[src/design/sscg_regs.svh]
`ifndef SSCG_REGS_SVH
`define SSCG_REGS_SVH

`define SSCG_LFSR_BITS   15
`define SSCG_DAC_BITS    7
`define SSCG_LFSR_SEED   15'h0001
`define SSCG_DAC_MID     7'h40
`define SSCG_MUTE_LAST   7'h3f
`define SSCG_N16_LAST    8'h1f
`define SSCG_N32_LAST    8'h3f
`define SSCG_N64_LAST    8'h7f
`define SSCG_AC_WIN_LAST 6'h3f
`define SSCG_AC_EDGE_MIN 7'h10
`define SSCG_SINCE_MAX   7'h7f
`define SSCG_UNMUTE_AT   7'h41

`endif

[src/design/sscg_pkg.sv]
`include "sscg_regs.svh"
package sscg_pkg;
	typedef enum logic [1:0] {
		SSCG_LVL_LOW,
		SSCG_LVL_FLOAT,
		SSCG_LVL_HIGH
	} sscg_rate_lvl_t;

	typedef struct packed {
		logic                        active;
		logic [`SSCG_DAC_BITS-1:0]   dac;
	} sscg_mod_t;
endpackage : sscg_pkg

[src/design/sscg_lfsr.sv]
`timescale 1ns/1ps
`include "sscg_regs.svh"
module sscg_lfsr import sscg_pkg::*; #(
	parameter int WIDTH = `SSCG_LFSR_BITS
) (
	input  wire logic             core_clk,
	input  wire logic             srst,
	input  wire logic             advance,
	output logic [WIDTH-1:0]      state
);
	logic [WIDTH-1:0] state_d;

	generate
		if (WIDTH != `SSCG_LFSR_BITS) begin : g_bad_width
			$error("sscg_lfsr: feedback taps only serve a 15-stage register");
		end
	endgenerate

	// Taps x^15 + x^14 + 1 give the maximal length of 2^15 - 1 steps.
	always_comb begin
		state_d = state;
		if (advance) begin
			state_d = {state[WIDTH-2:0], state[WIDTH-1] ^ state[WIDTH-2]};
		end
	end

	always_ff @(posedge core_clk) begin
		if (srst) begin
			state <= `SSCG_LFSR_SEED;
		end else begin
			state <= state_d;
		end
	end

	a_lfsr_never_zero: assert property (@(posedge core_clk) disable iff (srst)
		state != '0) else $error("shift register reached the all-zero state");
	a_lfsr_shift_step: assert property (@(posedge core_clk) disable iff (srst)
		advance |=> state == {$past(state[WIDTH-2:0]), $past(state[WIDTH-1]) ^ $past(state[WIDTH-2])})
		else $error("shift register step does not follow the feedback taps");
	a_lfsr_hold_idle: assert property (@(posedge core_clk) disable iff (srst)
		!advance |=> $stable(state)) else $error("shift register moved without a tick");
endmodule : sscg_lfsr

[src/design/sscg_top.sv]
`timescale 1ns/1ps
`include "sscg_regs.svh"
// Summary of operation
// - Each output toggles once per master cycle, giving half the master frequency.
// - Outputs sit high one master period and low one master period.
// - Complementary variant: second output is always the inverse of the first.
// - Quadrature variant: second output lags the first by a quarter output period.
// - First 64 cycles after reset: output A low, output B high.
// - Rate select low, float, high picks divider 16, 32, 64; level held outside.
// - Output-rate toggling on the rate select input stops spread modulation.
// - Pseudorandom sequence comes from a fifteen-stage linear feedback shift register.
// - Sequence repeats after 2^15-1 steps, that is times N output cycles.
// - Shift register advances once per tick of output clock divided by N, only while modulation is active.
// - Seven register bits form the DAC code, new on every step.
// - DAC code maps uniformly onto 0.9 to 1.1 of nominal frequency.
module sscg_top import sscg_pkg::*; #(
	parameter bit QUADRATURE = 1'b0
) (
	input  wire logic           core_clk,
	input  wire logic           srst,
	input  wire sscg_rate_lvl_t rateSelectInput,
	output logic                clockOutA,
	output logic                clockOutB,
	output sscg_mod_t           modStatus
);
	logic [6:0]                     muteCnt_q;
	logic [6:0]                     muteCnt_d;
	logic                           muted_q;
	logic                           muted_d;
	logic                           clockOutA_d;
	logic [7:0]                     tickCnt_q;
	logic [7:0]                     tickCnt_d;
	logic                           modTick_q;
	logic                           modTick_d;
	logic                           selPrev_q;
	logic                           selHigh;
	logic [5:0]                     winCnt_q;
	logic [5:0]                     winCnt_d;
	logic [6:0]                     edgeCnt_q;
	logic [6:0]                     edgeCnt_d;
	logic                           winEnd;
	sscg_mod_t                      modStatus_d;
	logic [`SSCG_LFSR_BITS-1:0]     lfsrState;

	// The result is the last master-cycle count of one tick, 2N - 1.
	function automatic logic [7:0] rateLimit(input sscg_rate_lvl_t lvl);
		unique case (lvl)
			SSCG_LVL_LOW:   rateLimit = `SSCG_N16_LAST;
			SSCG_LVL_FLOAT: rateLimit = `SSCG_N32_LAST;
			SSCG_LVL_HIGH:  rateLimit = `SSCG_N64_LAST;
			default:        rateLimit = `SSCG_N64_LAST;
		endcase
	endfunction : rateLimit

	// Startup mute and output divider; core_clk is the master oscillator itself.
	always_comb begin
		muteCnt_d   = muteCnt_q;
		muted_d     = muted_q;
		clockOutA_d = 1'b0;
		if (muted_q) begin
			muteCnt_d = muteCnt_q + 7'h01;
			if (muteCnt_q == `SSCG_MUTE_LAST) begin
				muted_d = 1'b0;
			end
		end else begin
			clockOutA_d = ~clockOutA;
		end
	end

	always_ff @(posedge core_clk) begin
		if (srst) begin
			muteCnt_q <= '0;
			muted_q   <= 1'b1;
			clockOutA <= 1'b0;
		end else begin
			muteCnt_q <= muteCnt_d;
			muted_q   <= muted_d;
			clockOutA <= clockOutA_d;
		end
	end

	generate
		if (QUADRATURE) begin : g_quad
			logic quadRun_q;
			logic quadRun_d;
			logic quadB_d;
			// Half a master cycle is a quarter output period, so B is retimed on the falling edge.
			// B waits for the first rising edge of A, because following A at once would cut a half-cycle runt.
			always_comb begin
				quadRun_d = !muted_q;
				quadB_d   = quadRun_q ? clockOutA : 1'b1;
			end
			always_ff @(posedge core_clk) begin
				if (srst) begin
					quadRun_q <= 1'b0;
				end else begin
					quadRun_q <= quadRun_d;
				end
			end
			always_ff @(negedge core_clk) begin
				if (srst) begin
					clockOutB <= 1'b1;
				end else begin
					clockOutB <= quadB_d;
				end
			end
			a_quad_align_rise: assert property (@(posedge core_clk) disable iff (srst)
				!muted_q && !$past(muted_q) |-> clockOutB == clockOutA)
				else $error("quadrature output not settled at master rising edge");
			a_quad_split_fall: assert property (@(negedge core_clk) disable iff (srst)
				!muted_q && $past(!muted_q, 2) |-> clockOutB != clockOutA)
				else $error("quadrature output not lagging by a quarter period");
		end else begin : g_comp
			logic compB_d;
			always_comb begin
				compB_d = ~clockOutA_d;
			end
			always_ff @(posedge core_clk) begin
				if (srst) begin
					clockOutB <= 1'b1;
				end else begin
					clockOutB <= compB_d;
				end
			end
			a_anti_phase_pair: assert property (@(posedge core_clk) disable iff (srst)
				clockOutB == !clockOutA) else $error("complementary outputs not in antiphase");
		end
	endgenerate

	// Tick divider: one tick per N output cycles, that is 2N master cycles.
	always_comb begin
		tickCnt_d = tickCnt_q + 8'h01;
		modTick_d = 1'b0;
		if (muted_q) begin
			tickCnt_d = '0;
		end else if (tickCnt_q >= rateLimit(rateSelectInput)) begin
			tickCnt_d = '0;
			modTick_d = 1'b1;
		end
	end

	// AC detector: an output tied back changes level every master cycle, 63 edges counted per 64-cycle window.
	// A static strap gives none, so a threshold of 16 separates them with margin.
	assign selHigh = (rateSelectInput == SSCG_LVL_HIGH);
	assign winEnd  = (winCnt_q == `SSCG_AC_WIN_LAST);

	always_comb begin
		winCnt_d  = winCnt_q + 6'h01;
		edgeCnt_d = edgeCnt_q + {6'h00, selHigh ^ selPrev_q};
		if (winEnd) begin
			edgeCnt_d = '0;
		end
	end

	// Modulation status and DAC code, both register outputs.
	always_comb begin
		modStatus_d = modStatus;
		if (winEnd) begin
			modStatus_d.active = (edgeCnt_q < `SSCG_AC_EDGE_MIN);
		end
		// The code is the low seven stages; the analog side scales it to 0.9..1.1 f.
		modStatus_d.dac = modStatus_d.active ? lfsrState[`SSCG_DAC_BITS-1:0] : `SSCG_DAC_MID;
	end

	always_ff @(posedge core_clk) begin
		if (srst) begin
			tickCnt_q <= '0;
			modTick_q <= 1'b0;
			selPrev_q <= selHigh;
			winCnt_q  <= '0;
			edgeCnt_q <= '0;
			modStatus <= '{active: 1'b1, dac: `SSCG_DAC_MID};
		end else begin
			tickCnt_q <= tickCnt_d;
			modTick_q <= modTick_d;
			selPrev_q <= selHigh;
			winCnt_q  <= winCnt_d;
			edgeCnt_q <= edgeCnt_d;
			modStatus <= modStatus_d;
		end
	end

	sscg_lfsr #(
		.WIDTH(`SSCG_LFSR_BITS)
	) u_lfsr (
		.core_clk(core_clk),
		.srst    (srst),
		.advance (modTick_q & modStatus.active),
		.state   (lfsrState)
	);

	// Helper logic read only by the checks below.
	logic [6:0]     sinceRst_q;
	logic [7:0]     tickGap_q;
	logic           gapValid_q;
	sscg_rate_lvl_t lvlPrev_q;

	always_ff @(posedge core_clk) begin
		if (srst) begin
			sinceRst_q <= '0;
			tickGap_q  <= '0;
			gapValid_q <= 1'b0;
			lvlPrev_q  <= SSCG_LVL_LOW;
		end else begin
			sinceRst_q <= (sinceRst_q == `SSCG_SINCE_MAX) ? sinceRst_q : sinceRst_q + 7'h01;
			tickGap_q  <= modTick_q ? 8'h00 : tickGap_q + 8'h01;
			gapValid_q <= (rateSelectInput != lvlPrev_q) ? 1'b0 : (modTick_q | gapValid_q);
			lvlPrev_q  <= rateSelectInput;
		end
	end

	a_mute_hold_low: assert property (@(posedge core_clk) disable iff (srst)
		sinceRst_q < `SSCG_UNMUTE_AT |-> !clockOutA && clockOutB)
		else $error("outputs left the mute state too early");
	a_mute_release: assert property (@(posedge core_clk) disable iff (srst)
		sinceRst_q == `SSCG_UNMUTE_AT |-> clockOutA) else $error("output A did not start after mute");
	a_half_toggle: assert property (@(posedge core_clk) disable iff (srst)
		!muted_q && !$past(muted_q) |-> clockOutA != $past(clockOutA))
		else $error("output A not toggling every master cycle");
	a_duty_half: assert property (@(posedge core_clk) disable iff (srst)
		$rose(clockOutA) && !muted_q |=> $fell(clockOutA) ##1 $rose(clockOutA))
		else $error("output A duty is not one master period each way");
	a_tick_spacing: assert property (@(posedge core_clk) disable iff (srst)
		modTick_q && gapValid_q && rateSelectInput == lvlPrev_q |-> tickGap_q == rateLimit(rateSelectInput))
		else $error("modulation tick spacing does not match the divider");
	a_ac_stop_mod: assert property (@(posedge core_clk) disable iff (srst)
		winEnd && edgeCnt_q >= `SSCG_AC_EDGE_MIN |=> !modStatus.active && modStatus.dac == `SSCG_DAC_MID)
		else $error("modulation not stopped by toggling rate select input");
	a_off_mid_scale: assert property (@(posedge core_clk) disable iff (srst)
		!modStatus.active |-> modStatus.dac == `SSCG_DAC_MID) else $error("DAC not mid-scale while off");
	a_dac_follows: assert property (@(posedge core_clk) disable iff (srst)
		modStatus.active && !$past(srst) |-> modStatus.dac == $past(lfsrState[`SSCG_DAC_BITS-1:0]))
		else $error("DAC code does not follow the shift register");

	c_unmute: cover property (@(posedge core_clk) disable iff (srst) $fell(muted_q));
	c_mod_tick: cover property (@(posedge core_clk) disable iff (srst) modTick_q && modStatus.active);
	c_mod_stop: cover property (@(posedge core_clk) disable iff (srst) $fell(modStatus.active));
	c_mod_resume: cover property (@(posedge core_clk) disable iff (srst) $rose(modStatus.active));
endmodule : sscg_top

[config.mk]
export PLATFORM = sky130hd
export DESIGN_NAME = sscg_top
export DESIGN_NICKNAME = d
export VERILOG_FILES = /design/src/design/sscg_pkg.sv /design/src/design/sscg_lfsr.sv /design/src/design/sscg_top.sv
export VERILOG_INCLUDE_DIRS = /design/src /design/src/design
export SDC_FILE = /design/constraint.sdc
export NUM_CORES = 1
export LEC_CHECK = 0
export ABC_AREA = 1
export BUFFER_PORTS_ARGS = -buffer_cell sky130_fd_sc_hd__buf_2
export CAP_MARGIN = 20
export CELL_PAD_IN_SITES_DETAIL_PLACEMENT = 1
export CELL_PAD_IN_SITES_GLOBAL_PLACEMENT = 1
export CORE_UTILIZATION = 44
export CTS_BUF_LIST = sky130_fd_sc_hd__clkbuf_8 sky130_fd_sc_hd__clkbuf_16
export CTS_CLUSTER_DIAMETER = 150
export DETAILED_ROUTE_END_ITERATION = 16
export GPL_TIMING_DRIVEN = 0
export PLACE_DENSITY = 0.86
export SLEW_MARGIN = 20
export SYNTH_ARGS = -nofsm -noshare
export SYNTH_HDL_FRONTEND = slang
export SYNTH_SLANG_ARGS = --single-unit
[constraint.sdc]
create_clock -name core_clk -period 2.1 [get_ports core_clk]
set_input_delay 0.42 -clock core_clk [delete_from_list [all_inputs] [get_ports core_clk]]
set_output_delay 0.42 -clock core_clk [all_outputs]
set_load 0.03 [all_outputs]
# Yosys cells after proc, flatten, opt, wreduce, memory -nomap -nowiden
# Cells that the tools add are included.
# totals
reg_bits,56
input_bits,4
elab_cells,40
# classes
n_bitwise,6
reduce_logical,5
eq_ne,4
n_addsub,4
mux,7
order_cmp,2
# op_table
op,count
$pmux 7 s2,1
$add 8x1->8 const B,1
$ge 8x8->1,1
$mux 8,1
$add 7x1->7,1
$add 7x1->7 const B,1
$eq 7x6->1 const B,1
$lt 7x5->1 const B,1
$add 6x1->6 const B,1
$eq 6x6->1 const B,1
$reduce_or 2->1,3
$mux 1,5
$not 1->1,3
$reduce_or 3->1,1
$eq 2x1->1 const B,1
$eq 2x2->1 const B,1
$logic_not 2->1,1
$xor 1x1->1,2
$and 1x1->1,1

# Logic depth before layout (Yosys ltp)
# logic_depth
depth_word,5
depth_mapped,11
depth_no_buf,11

# By module
# Synthesis repeated with hierarchy kept, for this count alone.
# unflattened
cells_unflattened,278
hier_area_um2,2209.6
# modules_own_cells
module,area_per_inst_um2,n_inst,cells_each
sscg_top,1641.6,1,208
sscg_lfsr,568.0,1,70

# Worst setup path before layout
# No wires, ideal clock.
# synth_path
path_kind,in2reg
start,input rateSelectInput[1]
end,register edgeCnt_q[6]
t_arrival_ns,1.467
required_ns,1.976
setup_slack_ns,0.509
stages,10
cell_sequence,inv_1 nor2_1 xor2_1 ha_1 ha_1 nand2_1 nor2_1 nand4_1 nand2_1 nor2_1
# synth_via
elab_chain_cells,3
# synth_lines
item,line_no,source
from (decl),sscg_top.sv:21,"input wire sscg_rate_lvl_t rateSelectInput,"
$eq 2x2->1,sscg_top.sv:144,assign selHigh = (rateSelectInput == SSCG_LVL_HIGH);
via selHigh,sscg_top.sv:36,logic selHigh;
$xor 1x1->1,sscg_top.sv:149,"edgeCnt_d = edgeCnt_q + {6'h00, selHigh ^ selPrev_q};"
$add 7x1->7,sscg_top.sv:149,
to (signal assigned),sscg_top.sv:178,edgeCnt_q <= edgeCnt_d;
to (decl),sscg_top.sv:39,logic [6:0] edgeCnt_q;
# The timed path passes the listed nets, and every way through them passes these cells.
# A chain may end at the register's enable or synchronous reset.

# Worst setup path in the final report
# Same ends and word-level chain as after synthesis.

==> impl_results.md <==
- Seq/Total Area, Yosys: 0.522
- Largest net degree at the start of global routing: 18
- Commonest non-fill, non-tap cell in the layout: nor2_1
- Starting Density: 0.455
- IO Port Bufs: 13
- TritonCTS Buffers: 5
- CTS tree: built
- Worst min path class: in2reg
- Vias: 1,711
- TNS Setup: 0 ns
- Cell row count: 25
- Arr. time, crit path: 1.79 ns
- Max cap viols: 0
- Number of distinct library cells after synthesis: 24
- Fin worst setup slack: 0.525 ns
- Register clock-pin slew on the reported worst setup and hold paths: 0.11 ns
- CP required: 2.31 ns
- Share of layout cells above drive strength 1: 0.108
- Post_cts resized: 0
- Grt total ovfl: 0
- First-pass GRT wire length: 7510 um
- Post-CTS Setup Inserts: 0
- CTS root buf: clkbuf_8
- Maximum vdd drop: 0.412 mV
- Crit-path slowest cell: nor2_1
- DR pass1 iterations: 4
- Fin nets: 297
- Initial antenna violation count: 0
- Gp weighted congestion: 0.704
- Syn nets: 277
- CTS H-tree depth: 2
- Syn Area/Cell: 8.08 um^2
- Multi-input logic area: 875 um^2
- Hpwl dp: 3170 um
- Clock buffer depth: 2
- ANT cells: 0
- Total power divided by cell area: 783 mW/mm^2
- #FFs+latches synth: 56
- Vias in the first global route: 1,739
- Final min period: 1.58 ns
- Num Clock Sinks: 56
- Syn Inst Count: 266
- Status: complete, no violations
- Die height: 71.9 um
- GRT Util Overall: 0.188
- Mapped Area: 0.00215 mm^2
- Hold-fix buffers, CTS: 0
- Max incr delay on CP: 0.21 ns
- Die area: 0.00517 mm^2
- Crit path max fanout: 3
- Initial drt markers: 48
- Most frequent CP cell: nor2_1
- Setup repair after global routing missed its margin: false
- Routed WL per cell: 12.5 um
- Worst Clk Skew: 0.0120 ns
- Max Freq: 635 MHz
- Area grow syn2layout: 12.1%
- Worst slew pin tran: 0.381 ns
- Most frequent cells in the layout: nor2_1 (66), dfxtp_1 (56), nand2_1 (32), inv_1 (31), o21ai_0 (20)
- I/O pin cnt: 14
- Startpoint types: input pin
- Antenna viol nets, final: 0
- Slew Limit Fails: 0
- Final number of setup-violating endpoints: 0
- Synthesis Warnings: 0
- Total power: 1890 uW
- Worst slew margin: 0.746
- Worst slack, placed: 0.132 ns
- Worst-Skew Late Latency: 0.32 ns
- Layout filler cell count: 602
- Vias/cell: 4.83
- Die width: 71.9 um
- Register area: 0.00112 mm^2
- DRC Markers: 0
- Routed WL: 4420 um
- Final period utilization: 0.750
- Core ar.: 0.00472 mm^2
- CP Capture Type: flop
- Fin. Hold Viols: 0
- Buf/Inv on CP: 2
- CP cell instances: buf_2, inv_1, nor2_1, xor2_1, ha_1, ha_1, nand2_1, nor2_1, nand4_1, nand2_1, nor2_1
- CP top delay family: simple AND/OR/NAND/NOR gates
- LEAKAGE: 0.000980 uW
- WHS: 0.304 ns
- WS Path Type: in2reg
power by group:
group          leakage [uW]  switching, uW  internal, uW  total (uW)
sequential         0.000454           14.1          1080        1100
clock             0.0000541            351           353         704
combinational      0.000472           55.3          33.2        88.5
synthesized netlist by cell type:
cell	instances	area, um^2
nor2_1	66	248
nand3_2	2	20.0
clkinv_1	1	3.75
o21bai_1	2	15.0
o21ai_0	20	100
o211ai_1	1	7.51
nor3_1	2	10.0
inv_1	31	116
o21bai_4	1	18.8
nand4_1	3	18.8
xnor2_1	2	17.5
nand3_4	1	17.5
nand2_1	32	120
buf_2	3	15.0
nor3b_1	1	7.51
xor2_1	5	43.8
a41oi_1	1	8.76
nand3_1	9	45.0
o21ai_2	1	8.76
ha_1	7	87.6
buf_4	2	15.0
clkbuf_1	1	3.75
a21oi_1	16	80.1
dfxtp_1	56	1120
state kept, by name, summed over array words and instances, names as in the netlist:
signal / flops
u_lfsr.state: 15
modStatus: 8
tickCnt_q: 8
edgeCnt_q: 7
muteCnt_q: 7
winCnt_q: 6
clockOutA: 1
clockOutB: 1
modTick_q: 1
muted_q: 1
selPrev_q: 1
routing by layer:
metal  track usage  routed length [um]
met4        0.0763                  80
met5             0                   0
met2         0.346                2320
met3        0.0472                 104
met1         0.207                1920
stage by stage:
step / area (um^2) / instances / util
5_1_grt: 2410 / 354 / 0.510
6_report: 2410 / 354 / 0.510
3_5_place_dp: 2300 / 346 / 0.487
3_3_place_gp: 2300 / 346 / 0.487
4_1_cts: 2410 / 354 / 0.510
2_1_floorplan: 2150 / 266 / -
worst reg2reg max path, delay by kind of cell (launching register included):
kind / cells / cell delay (ns)
xor+xnor: 1 / 0.14
fa+ha+maj: 2 / 0.34
simple gates: 5 / 0.55
flops: 1 / 0.33
kinds of logic after synthesis:
group,Yosys count,synth area share
AND/OR/NAND/NOR,116,0.226
flip-flops,56,0.522
AO/OA/AOI/OAI,42,0.111
buffers and inverters,38,0.0716
XOR/XNOR,7,0.0285
adder cells (fa/ha/maj),7,0.0407
final cells by class:
type	count	share of cell area
inverter	32	0.0498
clock buffer	5	0.0286
timing repair buffer	13	0.0270
tap	67	0.0348
clock inverter	3	0.0177
sequential	56	0.465
buffer	6	0.0140
multi-input combinational	172	0.363
final timing paths:
path	start	to	slack, ns	cells past startpoint
setup / recovery	rateSelectInput[1]	edgeCnt_q[6]	0.52	11
hold / removal	rateSelectInput[0]	selPrev_q	0.30	2
setup reg to reg	selPrev_q	edgeCnt_q[6]	0.63	8
hold reg to reg	clockOutA	clockOutA	0.43	1
No activity file was read; power rests on OpenSTA's default activity.
